[config.mk]
export PLATFORM = sky130hd
export DESIGN_NAME = aehl_axis
export DESIGN_NICKNAME = d
export VERILOG_FILES = /design/src/core/aehl_pkg.sv /design/src/core/aehl_axis.sv /design/src/core/aehl_quad.sv /design/src/core/aehl_home.sv
export SDC_FILE = /design/constraint.sdc
export NUM_CORES = 2
export LEC_CHECK = 0
export BUFFER_PORTS_ARGS = -buffer_cell sky130_fd_sc_hd__buf_4
export CAP_MARGIN = 10
export CORE_UTILIZATION = 50
export DETAILED_ROUTE_END_ITERATION = 7
export PLACE_DENSITY = 0.71
export REMOVE_ABC_BUFFERS = 1
export SKIP_CTS_REPAIR_TIMING = 1
export SLEW_MARGIN = 5
export SYNTH_ARGS = -nofsm -noshare
export SYNTH_HDL_FRONTEND = slang
export SYNTH_HIERARCHICAL = 1
export SYNTH_SLANG_ARGS = --single-unit
[constraint.sdc]
create_clock -name SYS_CLK -period 7.07 [get_ports SYS_CLK]
set_input_delay 0.3535 -clock SYS_CLK [delete_from_list [all_inputs] [get_ports SYS_CLK]]
set_output_delay 0.3535 -clock SYS_CLK [all_outputs]
set_load 0.01 [all_outputs]
[src/core/aehl_pkg.sv]
// constants for the axis encoder, home and limit block
package aehl_pkg;
  // register byte offsets
  localparam logic [7:0] ADDR_CTRL     = 8'h00;
  localparam logic [7:0] ADDR_HOME_VAL = 8'h04;
  localparam logic [7:0] ADDR_POSITION = 8'h08;
  localparam logic [7:0] ADDR_HOME_PAT = 8'h0c;
  localparam logic [7:0] ADDR_SLIP_TOL = 8'h10;
  localparam logic [7:0] ADDR_GEAR     = 8'h14;
  localparam logic [7:0] ADDR_STATUS   = 8'h18;
  localparam logic [7:0] ADDR_IRQ_STAT = 8'h1c;
  localparam logic [7:0] ADDR_IRQ_MASK = 8'h20;
  // control register fields
  localparam int CTRL_LIM_POS_HI  = 0;
  localparam int CTRL_LIM_NEG_HI  = 1;
  localparam int CTRL_HOME_HI     = 2;
  localparam int CTRL_HOME_ENC    = 3;
  localparam int CTRL_INV_A       = 4;
  localparam int CTRL_INV_B       = 5;
  localparam int CTRL_SWAP_AB     = 6;
  localparam int CTRL_STOP_NOW    = 7;
  localparam int CTRL_HOME_ARM    = 8;
  localparam int CTRL_HOME_DIR    = 9;
  localparam int CTRL_SLIP_EN     = 10;
  localparam int CTRL_TRACK_EN    = 11;
  localparam int CTRL_CORRECT_EN  = 12;
  localparam int CTRL_W           = 13;
  // interrupt status fields
  localparam int IRQ_LIMIT   = 0;
  localparam int IRQ_HOME    = 1;
  localparam int IRQ_SLIP    = 2;
  localparam int IRQ_CORRECT = 3;
  localparam int IRQ_W       = 4;
  // reset values
  localparam logic [CTRL_W-1:0] CTRL_RST     = 13'h0000;
  localparam logic [2:0]        HOME_PAT_RST = 3'h5;
  localparam logic [31:0]       SLIP_TOL_RST = 32'h0000_0100;
  localparam logic [15:0]       GEAR_RST     = 16'h0001;
  // axi responses
  localparam logic [1:0] RESP_OKAY   = 2'h0;
  localparam logic [1:0] RESP_SLVERR = 2'h2;
endpackage : aehl_pkg

[src/core/aehl_axis.sv]
// axis feedback block: decoder, limits, homing, error and axi4-lite regs
`timescale 1ns/1ns
`default_nettype none
// What this block does
// - an active limit input removes drive excitation from the axis
// - each limit input polarity is set high or low independently
// - quadrature phases decode at times four, one count per edge
// - decoder keeps up with 16 MHz count rates without loss
// - switch homing loads the position counter with a chosen value
// - a home event ramps the axis down or stops it at once
// - home level, travel direction and stop response are set by command
// - home-encoder mode needs index, home and one quadrant together
// - default home pattern is A high, B low, index and home
// - home high, home low and pattern commands change the home pattern
// - inverting one phase or swapping phases reverses counting
// - slip detection and geared tracking are each enabled by command
// - after a move ends the position error is offered for correction
// - position error feeds the servo filter continuously
module aehl_axis (
  input  wire logic        SYS_CLK,
  input  wire logic        RESETN,
  input  wire logic        ENC_A,
  input  wire logic        ENC_B,
  input  wire logic        ENC_INDEX,
  input  wire logic        HOME_SW,
  input  wire logic        LIMIT_POS,
  input  wire logic        LIMIT_NEG,
  input  wire logic [31:0] COMMAND_POS,
  input  wire logic        MOVE_DONE,
  output logic             EXCITE_EN,
  output logic             HOME_STOP_RAMP,
  output logic             HOME_STOP_NOW,
  output logic             HOME_DIR,
  output logic      [31:0] ENC_POS,
  output logic      [31:0] POS_ERR,
  output logic             SLIP,
  output logic             CORR_VALID,
  output logic      [31:0] CORR_AMT,
  output logic      [31:0] TRACK_TARGET,
  output logic             IRQ,
  input  wire logic [7:0]  S_AXI_AWADDR,
  input  wire logic        S_AXI_AWVALID,
  output logic             S_AXI_AWREADY,
  input  wire logic [31:0] S_AXI_WDATA,
  input  wire logic [3:0]  S_AXI_WSTRB,
  input  wire logic        S_AXI_WVALID,
  output logic             S_AXI_WREADY,
  output logic      [1:0]  S_AXI_BRESP,
  output logic             S_AXI_BVALID,
  input  wire logic        S_AXI_BREADY,
  input  wire logic [7:0]  S_AXI_ARADDR,
  input  wire logic        S_AXI_ARVALID,
  output logic             S_AXI_ARREADY,
  output logic      [31:0] S_AXI_RDATA,
  output logic      [1:0]  S_AXI_RRESP,
  output logic             S_AXI_RVALID,
  input  wire logic        S_AXI_RREADY
);
  typedef struct packed {
    logic                          aw_got;
    logic [7:0]                    aw_addr;
    logic                          w_got;
    logic [31:0]                   w_data;
    logic [3:0]                    w_strb;
    logic                          bvalid;
    logic [1:0]                    bresp;
    logic                          rvalid;
    logic [1:0]                    rresp;
    logic [31:0]                   rdata;
    logic [aehl_pkg::CTRL_W-1:0]   ctrl;
    logic [31:0]                   home_val;
    logic [2:0]                    home_pat;
    logic [31:0]                   slip_tol;
    logic [15:0]                   gear;
    logic [aehl_pkg::IRQ_W-1:0]    irq_stat;
    logic [aehl_pkg::IRQ_W-1:0]    irq_mask;
    logic                          lim_pos_act;
    logic                          lim_neg_act;
    logic                          stop_ramp;
    logic                          stop_now;
    logic [31:0]                   pos_err;
    logic                          slip;
    logic                          done_d;
    logic                          corr_valid;
    logic [31:0]                   corr_amt;
    logic [31:0]                   track;
    logic                          pos_load;
    logic [31:0]                   pos_load_val;
  } aehl_axis_st_t;

  aehl_axis_st_t st_r;
  aehl_axis_st_t st_nxt;

  logic        pha;
  logic        phb;
  logic [31:0] count;
  logic        bad_step;
  logic        home_act;
  logic        home_evt;
  logic        wr_fire;
  logic [31:0] err_abs;
  logic [aehl_pkg::IRQ_W-1:0] ev;
  logic [31:0] mrg;

  // byte-lane merge of a write into a stored word
  function automatic logic [31:0] merge(input logic [31:0] old_v,
                                        input logic [31:0] new_v,
                                        input logic [3:0]  strb);
    logic [31:0] r;
    r = old_v;
    for (int i = 0; i < 4; i++) begin
      if (strb[i]) begin
        r[i*8 +: 8] = new_v[i*8 +: 8];
      end
    end
    return r;
  endfunction : merge

  function automatic logic mapped(input logic [7:0] a);
    return (a == aehl_pkg::ADDR_CTRL)     || (a == aehl_pkg::ADDR_HOME_VAL)
        || (a == aehl_pkg::ADDR_POSITION) || (a == aehl_pkg::ADDR_HOME_PAT)
        || (a == aehl_pkg::ADDR_SLIP_TOL) || (a == aehl_pkg::ADDR_GEAR)
        || (a == aehl_pkg::ADDR_STATUS)   || (a == aehl_pkg::ADDR_IRQ_STAT)
        || (a == aehl_pkg::ADDR_IRQ_MASK);
  endfunction : mapped

  // phase conditioning; swap or single inversion flips count direction
  always_comb begin
    logic ia;
    logic ib;
    ia  = ENC_A ^ st_r.ctrl[aehl_pkg::CTRL_INV_A];
    ib  = ENC_B ^ st_r.ctrl[aehl_pkg::CTRL_INV_B];
    pha = st_r.ctrl[aehl_pkg::CTRL_SWAP_AB] ? ib : ia;
    phb = st_r.ctrl[aehl_pkg::CTRL_SWAP_AB] ? ia : ib;
  end

  aehl_quad u_quad (
    .SYS_CLK  (SYS_CLK),
    .RESETN   (RESETN),
    .PHA      (pha),
    .PHB      (phb),
    .LOAD     (st_r.pos_load),
    .LOAD_VAL (st_r.pos_load_val),
    .COUNT    (count),
    .BAD_STEP (bad_step)
  );

  aehl_home u_home (
    .SYS_CLK  (SYS_CLK),
    .RESETN   (RESETN),
    .ENC_MODE (st_r.ctrl[aehl_pkg::CTRL_HOME_ENC]),
    .HOME_HI  (st_r.ctrl[aehl_pkg::CTRL_HOME_HI]),
    .PATTERN  (st_r.home_pat),
    .PHA      (pha),
    .PHB      (phb),
    .INDEX    (ENC_INDEX),
    .HOME_IN  (HOME_SW),
    .ARMED    (st_r.ctrl[aehl_pkg::CTRL_HOME_ARM]),
    .HOME_ACT (home_act),
    .HOME_EVT (home_evt)
  );

  assign wr_fire = st_r.aw_got && st_r.w_got && !st_r.bvalid;

  always_comb begin
    st_nxt  = st_r;
    mrg     = 32'h0000_0000;
    err_abs = st_r.pos_err[31] ? (32'h0 - st_r.pos_err) : st_r.pos_err;
    // limits, each with its own active level
    st_nxt.lim_pos_act = LIMIT_POS
                         == st_r.ctrl[aehl_pkg::CTRL_LIM_POS_HI];
    st_nxt.lim_neg_act = LIMIT_NEG
                         == st_r.ctrl[aehl_pkg::CTRL_LIM_NEG_HI];
    // servo error, refreshed every clock
    st_nxt.pos_err = COMMAND_POS - count;
    st_nxt.slip    = st_r.ctrl[aehl_pkg::CTRL_SLIP_EN]
                     && (err_abs > st_r.slip_tol);
    if (st_r.ctrl[aehl_pkg::CTRL_TRACK_EN]) begin
      st_nxt.track = 32'(count[15:0]) * 32'(st_r.gear);
    end
    st_nxt.done_d     = MOVE_DONE;
    st_nxt.corr_valid = 1'b0;
    if (MOVE_DONE && !st_r.done_d
        && st_r.ctrl[aehl_pkg::CTRL_CORRECT_EN]) begin
      st_nxt.corr_valid = 1'b1;
      st_nxt.corr_amt   = st_r.pos_err;
    end
    // home event: load position, stop as configured, disarm
    st_nxt.pos_load     = home_evt;
    st_nxt.pos_load_val = st_r.home_val;
    st_nxt.stop_ramp    = home_evt
                          && !st_r.ctrl[aehl_pkg::CTRL_STOP_NOW];
    st_nxt.stop_now     = home_evt
                          && st_r.ctrl[aehl_pkg::CTRL_STOP_NOW];
    if (home_evt) begin
      st_nxt.ctrl[aehl_pkg::CTRL_HOME_ARM] = 1'b0;
    end
    // write channel, address and data in either order
    if (S_AXI_AWVALID && !st_r.aw_got && !st_r.bvalid) begin
      st_nxt.aw_got  = 1'b1;
      st_nxt.aw_addr = S_AXI_AWADDR;
    end
    if (S_AXI_WVALID && !st_r.w_got && !st_r.bvalid) begin
      st_nxt.w_got  = 1'b1;
      st_nxt.w_data = S_AXI_WDATA;
      st_nxt.w_strb = S_AXI_WSTRB;
    end
    if (wr_fire) begin
      st_nxt.aw_got = 1'b0;
      st_nxt.w_got  = 1'b0;
      st_nxt.bvalid = 1'b1;
      st_nxt.bresp  = mapped(st_r.aw_addr) ? aehl_pkg::RESP_OKAY
                                           : aehl_pkg::RESP_SLVERR;
      case (st_r.aw_addr)
        aehl_pkg::ADDR_CTRL: begin
          mrg         = merge(32'(st_r.ctrl), st_r.w_data, st_r.w_strb);
          st_nxt.ctrl = mrg[aehl_pkg::CTRL_W-1:0];
        end
        aehl_pkg::ADDR_HOME_VAL: begin
          st_nxt.home_val = merge(st_r.home_val, st_r.w_data, st_r.w_strb);
        end
        aehl_pkg::ADDR_HOME_PAT: begin
          mrg             = merge(32'(st_r.home_pat), st_r.w_data,
                                  st_r.w_strb);
          st_nxt.home_pat = mrg[2:0];
        end
        aehl_pkg::ADDR_SLIP_TOL: begin
          st_nxt.slip_tol = merge(st_r.slip_tol, st_r.w_data, st_r.w_strb);
        end
        aehl_pkg::ADDR_GEAR: begin
          mrg         = merge(32'(st_r.gear), st_r.w_data, st_r.w_strb);
          st_nxt.gear = mrg[15:0];
        end
        aehl_pkg::ADDR_IRQ_MASK: begin
          mrg             = merge(32'(st_r.irq_mask), st_r.w_data,
                                  st_r.w_strb);
          st_nxt.irq_mask = mrg[aehl_pkg::IRQ_W-1:0];
        end
        default: st_nxt.bresp = st_nxt.bresp;
      endcase
    end
    if (st_r.bvalid && S_AXI_BREADY) begin
      st_nxt.bvalid = 1'b0;
    end
    // read channel; reading the interrupt status clears it
    if (st_r.rvalid && S_AXI_RREADY) begin
      st_nxt.rvalid = 1'b0;
    end
    if (S_AXI_ARVALID && !st_r.rvalid) begin
      st_nxt.rvalid = 1'b1;
      st_nxt.rresp  = mapped(S_AXI_ARADDR) ? aehl_pkg::RESP_OKAY
                                           : aehl_pkg::RESP_SLVERR;
      case (S_AXI_ARADDR)
        aehl_pkg::ADDR_CTRL:     st_nxt.rdata = 32'(st_r.ctrl);
        aehl_pkg::ADDR_HOME_VAL: st_nxt.rdata = st_r.home_val;
        aehl_pkg::ADDR_POSITION: st_nxt.rdata = count;
        aehl_pkg::ADDR_HOME_PAT: st_nxt.rdata = 32'(st_r.home_pat);
        aehl_pkg::ADDR_SLIP_TOL: st_nxt.rdata = st_r.slip_tol;
        aehl_pkg::ADDR_GEAR:     st_nxt.rdata = 32'(st_r.gear);
        aehl_pkg::ADDR_STATUS: begin
          st_nxt.rdata = 32'({bad_step, home_act, st_r.lim_neg_act,
                              st_r.lim_pos_act});
        end
        aehl_pkg::ADDR_IRQ_STAT: begin
          st_nxt.rdata    = 32'(st_r.irq_stat);
          st_nxt.irq_stat = '0;
        end
        aehl_pkg::ADDR_IRQ_MASK: st_nxt.rdata = 32'(st_r.irq_mask);
        default:                 st_nxt.rdata = 32'h0000_0000;
      endcase
    end
    // events set after any clear so a same-cycle event survives
    ev = '0;
    ev[aehl_pkg::IRQ_LIMIT]   = (st_nxt.lim_pos_act && !st_r.lim_pos_act)
                                || (st_nxt.lim_neg_act && !st_r.lim_neg_act);
    ev[aehl_pkg::IRQ_HOME]    = home_evt;
    ev[aehl_pkg::IRQ_SLIP]    = st_nxt.slip && !st_r.slip;
    ev[aehl_pkg::IRQ_CORRECT] = st_nxt.corr_valid;
    st_nxt.irq_stat = st_nxt.irq_stat | ev;
  end

  always_ff @(posedge SYS_CLK) begin
    if (!RESETN) begin
      st_r          <= '0;
      st_r.ctrl     <= aehl_pkg::CTRL_RST;
      st_r.home_pat <= aehl_pkg::HOME_PAT_RST;
      st_r.slip_tol <= aehl_pkg::SLIP_TOL_RST;
      st_r.gear     <= aehl_pkg::GEAR_RST;
    end else begin
      st_r <= st_nxt;
    end
  end

  assign EXCITE_EN      = !(st_r.lim_pos_act || st_r.lim_neg_act);
  assign HOME_STOP_RAMP = st_r.stop_ramp;
  assign HOME_STOP_NOW  = st_r.stop_now;
  assign HOME_DIR       = st_r.ctrl[aehl_pkg::CTRL_HOME_DIR];
  assign ENC_POS        = count;
  assign POS_ERR        = st_r.pos_err;
  assign SLIP           = st_r.slip;
  assign CORR_VALID     = st_r.corr_valid;
  assign CORR_AMT       = st_r.corr_amt;
  assign TRACK_TARGET   = st_r.track;
  assign IRQ            = |(st_r.irq_stat & st_r.irq_mask);
  assign S_AXI_AWREADY  = !st_r.aw_got && !st_r.bvalid;
  assign S_AXI_WREADY   = !st_r.w_got && !st_r.bvalid;
  assign S_AXI_BVALID   = st_r.bvalid;
  assign S_AXI_BRESP    = st_r.bresp;
  assign S_AXI_ARREADY  = !st_r.rvalid;
  assign S_AXI_RVALID   = st_r.rvalid;
  assign S_AXI_RDATA    = st_r.rdata;
  assign S_AXI_RRESP    = st_r.rresp;
endmodule : aehl_axis
`default_nettype wire

[src/core/aehl_quad.sv]
// times-four quadrature decoder with loadable position counter
`timescale 1ns/1ns
`default_nettype none
module aehl_quad (
  input  wire logic        SYS_CLK,
  input  wire logic        RESETN,
  input  wire logic        PHA,
  input  wire logic        PHB,
  input  wire logic        LOAD,
  input  wire logic [31:0] LOAD_VAL,
  output logic      [31:0] COUNT,
  output logic             BAD_STEP
);
  typedef struct packed {
    logic        a;
    logic        b;
    logic [31:0] cnt;
    logic        bad;
  } aehl_quad_st_t;

  aehl_quad_st_t st_r;
  aehl_quad_st_t st_nxt;

  // one count per phase edge; both phases moving at once is dropped
  always_comb begin
    st_nxt     = st_r;
    st_nxt.a   = PHA;
    st_nxt.b   = PHB;
    st_nxt.bad = 1'b0;
    case ({st_r.a, st_r.b, PHA, PHB})
      4'h2, 4'hb, 4'hd, 4'h4: st_nxt.cnt = st_r.cnt + 32'h1;
      4'h1, 4'h7, 4'he, 4'h8: st_nxt.cnt = st_r.cnt - 32'h1;
      4'h3, 4'h6, 4'h9, 4'hc: st_nxt.bad = 1'b1;
      default: st_nxt.cnt = st_r.cnt;
    endcase
    if (LOAD) begin
      st_nxt.cnt = LOAD_VAL;
    end
  end

  // a full decode every clock keeps up with 16 MHz count rates
  always_ff @(posedge SYS_CLK) begin
    if (!RESETN) begin
      st_r <= '0;
    end else begin
      st_r <= st_nxt;
    end
  end

  assign COUNT    = st_r.cnt;
  assign BAD_STEP = st_r.bad;
endmodule : aehl_quad
`default_nettype wire

[src/core/aehl_home.sv]
// home switch and home-encoder event detector
`timescale 1ns/1ns
`default_nettype none
module aehl_home (
  input  wire logic       SYS_CLK,
  input  wire logic       RESETN,
  input  wire logic       ENC_MODE,
  input  wire logic       HOME_HI,
  input  wire logic [2:0] PATTERN,
  input  wire logic       PHA,
  input  wire logic       PHB,
  input  wire logic       INDEX,
  input  wire logic       HOME_IN,
  input  wire logic       ARMED,
  output logic            HOME_ACT,
  output logic            HOME_EVT
);
  typedef struct packed {
    logic act;
    logic cond;
    logic evt;
  } aehl_home_st_t;

  aehl_home_st_t st_r;
  aehl_home_st_t st_nxt;
  logic          sw_act;
  logic          cond;

  always_comb begin
    sw_act = (HOME_IN == HOME_HI);
    cond   = sw_act;
    if (ENC_MODE) begin
      // pattern is {index, phase b, phase a}
      cond = sw_act && (PHA == PATTERN[0]) && (PHB == PATTERN[1])
             && (INDEX == PATTERN[2]);
    end
    st_nxt      = st_r;
    st_nxt.act  = sw_act;
    st_nxt.cond = cond;
    st_nxt.evt  = ARMED && cond && !st_r.cond;
  end

  always_ff @(posedge SYS_CLK) begin
    if (!RESETN) begin
      st_r <= '0;
    end else begin
      st_r <= st_nxt;
    end
  end

  assign HOME_ACT = st_r.act;
  assign HOME_EVT = st_r.evt;
endmodule : aehl_home
`default_nettype wire

==> metrics.md <==
| Metric | Value |
|---|---|
| Outcome | complete, no violations |
| Routed vias | around 24000 |
| Leak Pwr | 13.9 nW |
| Yosys cell types | between 80 and 90 |
| MaxCap Viol Count | 0 |
| Setup_tns | 0 ps |
| Startpoint Class | flip-flop |
| Crit Path Max Fanout | 18 |
| Mapped Avg Cell Area | 8.35 um^2 |
| Dpl hpwl | about 65000 um |
| R2r startpoint | st_r[145] |
| Largest cells by area after synthesis | dfxtp_1, fa_1, ha_1 |
| Worst skew pair latency | a little under 600 ps |
| Post-synthesis cell count | 3380 |
| Die width | 240 um |
| HP Class | input port to flip-flop |
| Fmax | about 0.16 GHz |
| Gr ovfl total | 0 |
| Area delta synth->final | 10.4% |
| Placed cells | approximately 4100 |
| Kind of critical path | flip-flop to flip-flop |
| Async set-reset flop share out of synthesis | 0% |
| Worst r2r path cells | 18 |
| CTS Sinks | 360 |
| Synthesized flop and latch total | 360 |
| Initial antenna violation count | 5 |
| Final Slew Violations | 0 |
| Placer Congestion | 0.976 |
| Critical Path End | TRACK_TARGET[28] |
| Wire length per cell | ~20 um |
| Number of global-route vias before repair | 22600 |
| TritonRoute pass-1 iters | 6 |
| Drt total wl | about 85000 um |
| Critical path capture point type | flip-flop |
| CTS root buf | clkbuf_16 |
| Slew @ Worst Pin | between 1000 and 1500 ps |
| Avg Vias per Cell | between 5 and 6 |
| Worst setup startpoint | st_r[145] |
| # nets final | ~3900 |
| Final setup fails | 0 |
| Clock Tree Buf Depth | 3 |
| CTS buffer count | 40 |
| Clock slew at reported path FFs | 60 ps |
| Largest area contributor in the netlist | dfxtp_1 |
| Synth Warn # | 6 |
| R2R setup slack | 710 ps |
| Main synth FF type | dfxtp_1 |
| Ratio of cells with drive above 1 in the final layout | about 13% |
| Worst hold slack | a little under 9 ps |
| Worst VDD drop | between 150 and 200 uV |
| FF-to-FF End | TRACK_TARGET[28] |
| Initial Util | 50.9% |
| I/O pin count | between 200 and 300 |
| DRC | 0 |
| Top cell types by occurrence after synthesis | nand2_1, dfxtp_1, inv_1, a21oi_1, nor2_1 |
| Synth Cell Area | between 20000 and 30000 um^2 |
| Top-count cell post-synth | nand2_1 |
| Die Height | ~240 um |
| Crit share post-route | 90.0% |
| PortBufs | about 270 |
| Hold Vio Cnt, Final | 0 |
| GRT Resource Usage Total | between 20% and 30% |
| Max-slew headroom | between 10% and 20% |
| Die Area | approximately 57000 um^2 |
| CTS H-tree lvls | 2 |
| Post-Route Skew | just under 30 ps |
| Top cell type's share of synthesized area | about a quarter |
| Core ar. | about 55000 um^2 |
| CTS tree | built |
| Sequential element share of the synthesized area | between 20% and 30% |
| RSZ-0062 raised after global routing | no |
| Final ANT Viol Nets | 0 |
| Post-synth EDFFs | 0 |
| Required time of the critical path | about 7600 ps |
| Power Density | about 210 nW/um^2 |
| CP Data Arrival Time | about 6900 ps |
| Initial drt markers | roughly 2300 |
| Filler cell count | 5140 |
| Row Count | 86 |
| Non-filler instance count after layout | 4189 |
| Minimum clock period | around 6400 ps |
| Largest net degree at the start of global routing | 139 |
| First-pass GRT wire length | about 130000 um |
## worst max-delay path: stages (launching register included)
cell and delay [ps]:
dfxtp_1 800, nand2_1 180, fa_1 550, fa_1 530, fa_1 510, inv_1 50
fa_1 480, fa_1 490, inv_1 50, fa_1 470, inv_1 40, ha_1 330
a21o_1 220, a21oi_1 240, o21bai_1 130, a221o_1 360, nor4_1 380, nor3_1 110
a311o_1 320
## stage by stage
step	power [mW]	setup WS [ps]	cell area, um^2	utilization [%]
6_report	6.62	710	31200	56.2
5_1_grt	6.92	408	31100	56.2
4_1_cts	6.61	719	31100	56.1
3_5_place_dp	4.36	734	29700	53.6
3_3_place_gp	4.36	882	29700	53.6
2_1_floorplan	3.59	1220	26400	-
## placed cells by master, fill, tap and decap left out, drive strengths merged, types with 6 or more instances in the layout
| cell | instances |
|---|---|
| a211oi | 19 |
| o21a | 14 |
| nand4 | 26 |
| a22oi | 17 |
| nand2b | 22 |
| nand2 | 427 |
| buf | 315 |
| nor3b | 6 |
| inv | 331 |
| and3 | 17 |
| fa | 196 |
| o211ai | 26 |
| clkbuf | 54 |
| nor2 | 258 |
| a222oi | 20 |
| nand3 | 65 |
| nor4 | 12 |
| o2111ai | 8 |
| nor2b | 14 |
| a31oi | 21 |
| dfxtp | 360 |
| o31ai | 10 |
| a21o | 61 |
| or3 | 16 |
| nor3 | 33 |
| and2 | 170 |
| xor2 | 36 |
| clkinv | 7 |
| mux2i | 111 |
| a221oi | 12 |
| a21oi | 263 |
| o21ai | 84 |
| a211o | 9 |
| xnor2 | 66 |
| clkinvlp | 6 |
| o21bai | 13 |
| o211a | 12 |
| ha | 199 |
## per-layer routing
metal  routed length (um)  track usage, %
met4                 2760            10.0
met2                36800            44.0
met1                38000            41.9
met3                 7710            6.42
met5                   14               0
## final cells by class
class | count | area, um^2 | area share [%]
diodes | 4 | 10.0 | 0.0321
multi-input cells | 2357 | 17900 | 57.6
clock buffers | 54 | 1160 | 3.73
clock inverters | 17 | 262 | 0.839
repair buffers | 318 | 2390 | 7.69
inverters | 331 | 1250 | 4.01
well taps | 748 | 936 | 3.00
flip-flops and latches | 360 | 7210 | 23.1
## worst min path at each step
stage,startpoint,cells after the start,endpoint
after global routing,S_AXI_WDATA[30],3,st_r[312]
after detailed placement,u_home/st_r[1],1,u_home/HOME_EVT
final,S_AXI_WDATA[22],3,st_r[304]
after floorplan,u_home/st_r[1],1,u_home/HOME_EVT
after global placement,u_home/st_r[1],1,u_home/HOME_EVT
after CTS,S_AXI_RREADY,2,S_AXI_RVALID
## logic make-up (layout without fill, tap and decap cells)
kind of cell    after synthesis  in the layout  synth area share (%)
mux                         119            119                  4.41
fa+ha+maj                   395            395                  22.7
other cells                   1              6                0.0133
flops                       360            360                  25.5
compound gates              649            649                  14.9
simple gates               1090           1090                  18.2
xor+xnor                    102            102                  3.16
buf+inv                     664            720                  11.0
## where the power goes
group | internal [mW] | switching, mW
Combinational | 0.807 | 1.11
Clock | 1.31 | 0.929
Sequential | 2.14 | 0.316
Total | 4.27 | 2.35
## state kept, by name, indices dropped and copies added, names as in the netlist
register and cells:
CORR_AMT 32, CORR_VALID 1, HOME_DIR 1, HOME_STOP_NOW 1, HOME_STOP_RAMP 1, POS_ERR 32, SLIP 1, S_AXI_BRESP 1
S_AXI_BVALID 1, S_AXI_RDATA 32, S_AXI_RRESP 1, S_AXI_RVALID 1, TRACK_TARGET 32, st_nxt 32, st_r 153, u_home/HOME_ACT 1
u_home/HOME_EVT 1, u_home/st_r 1, u_quad/BAD_STEP 1, u_quad/COUNT 32, u_quad/st_r 2
Power figures use the tool's default switching activity.
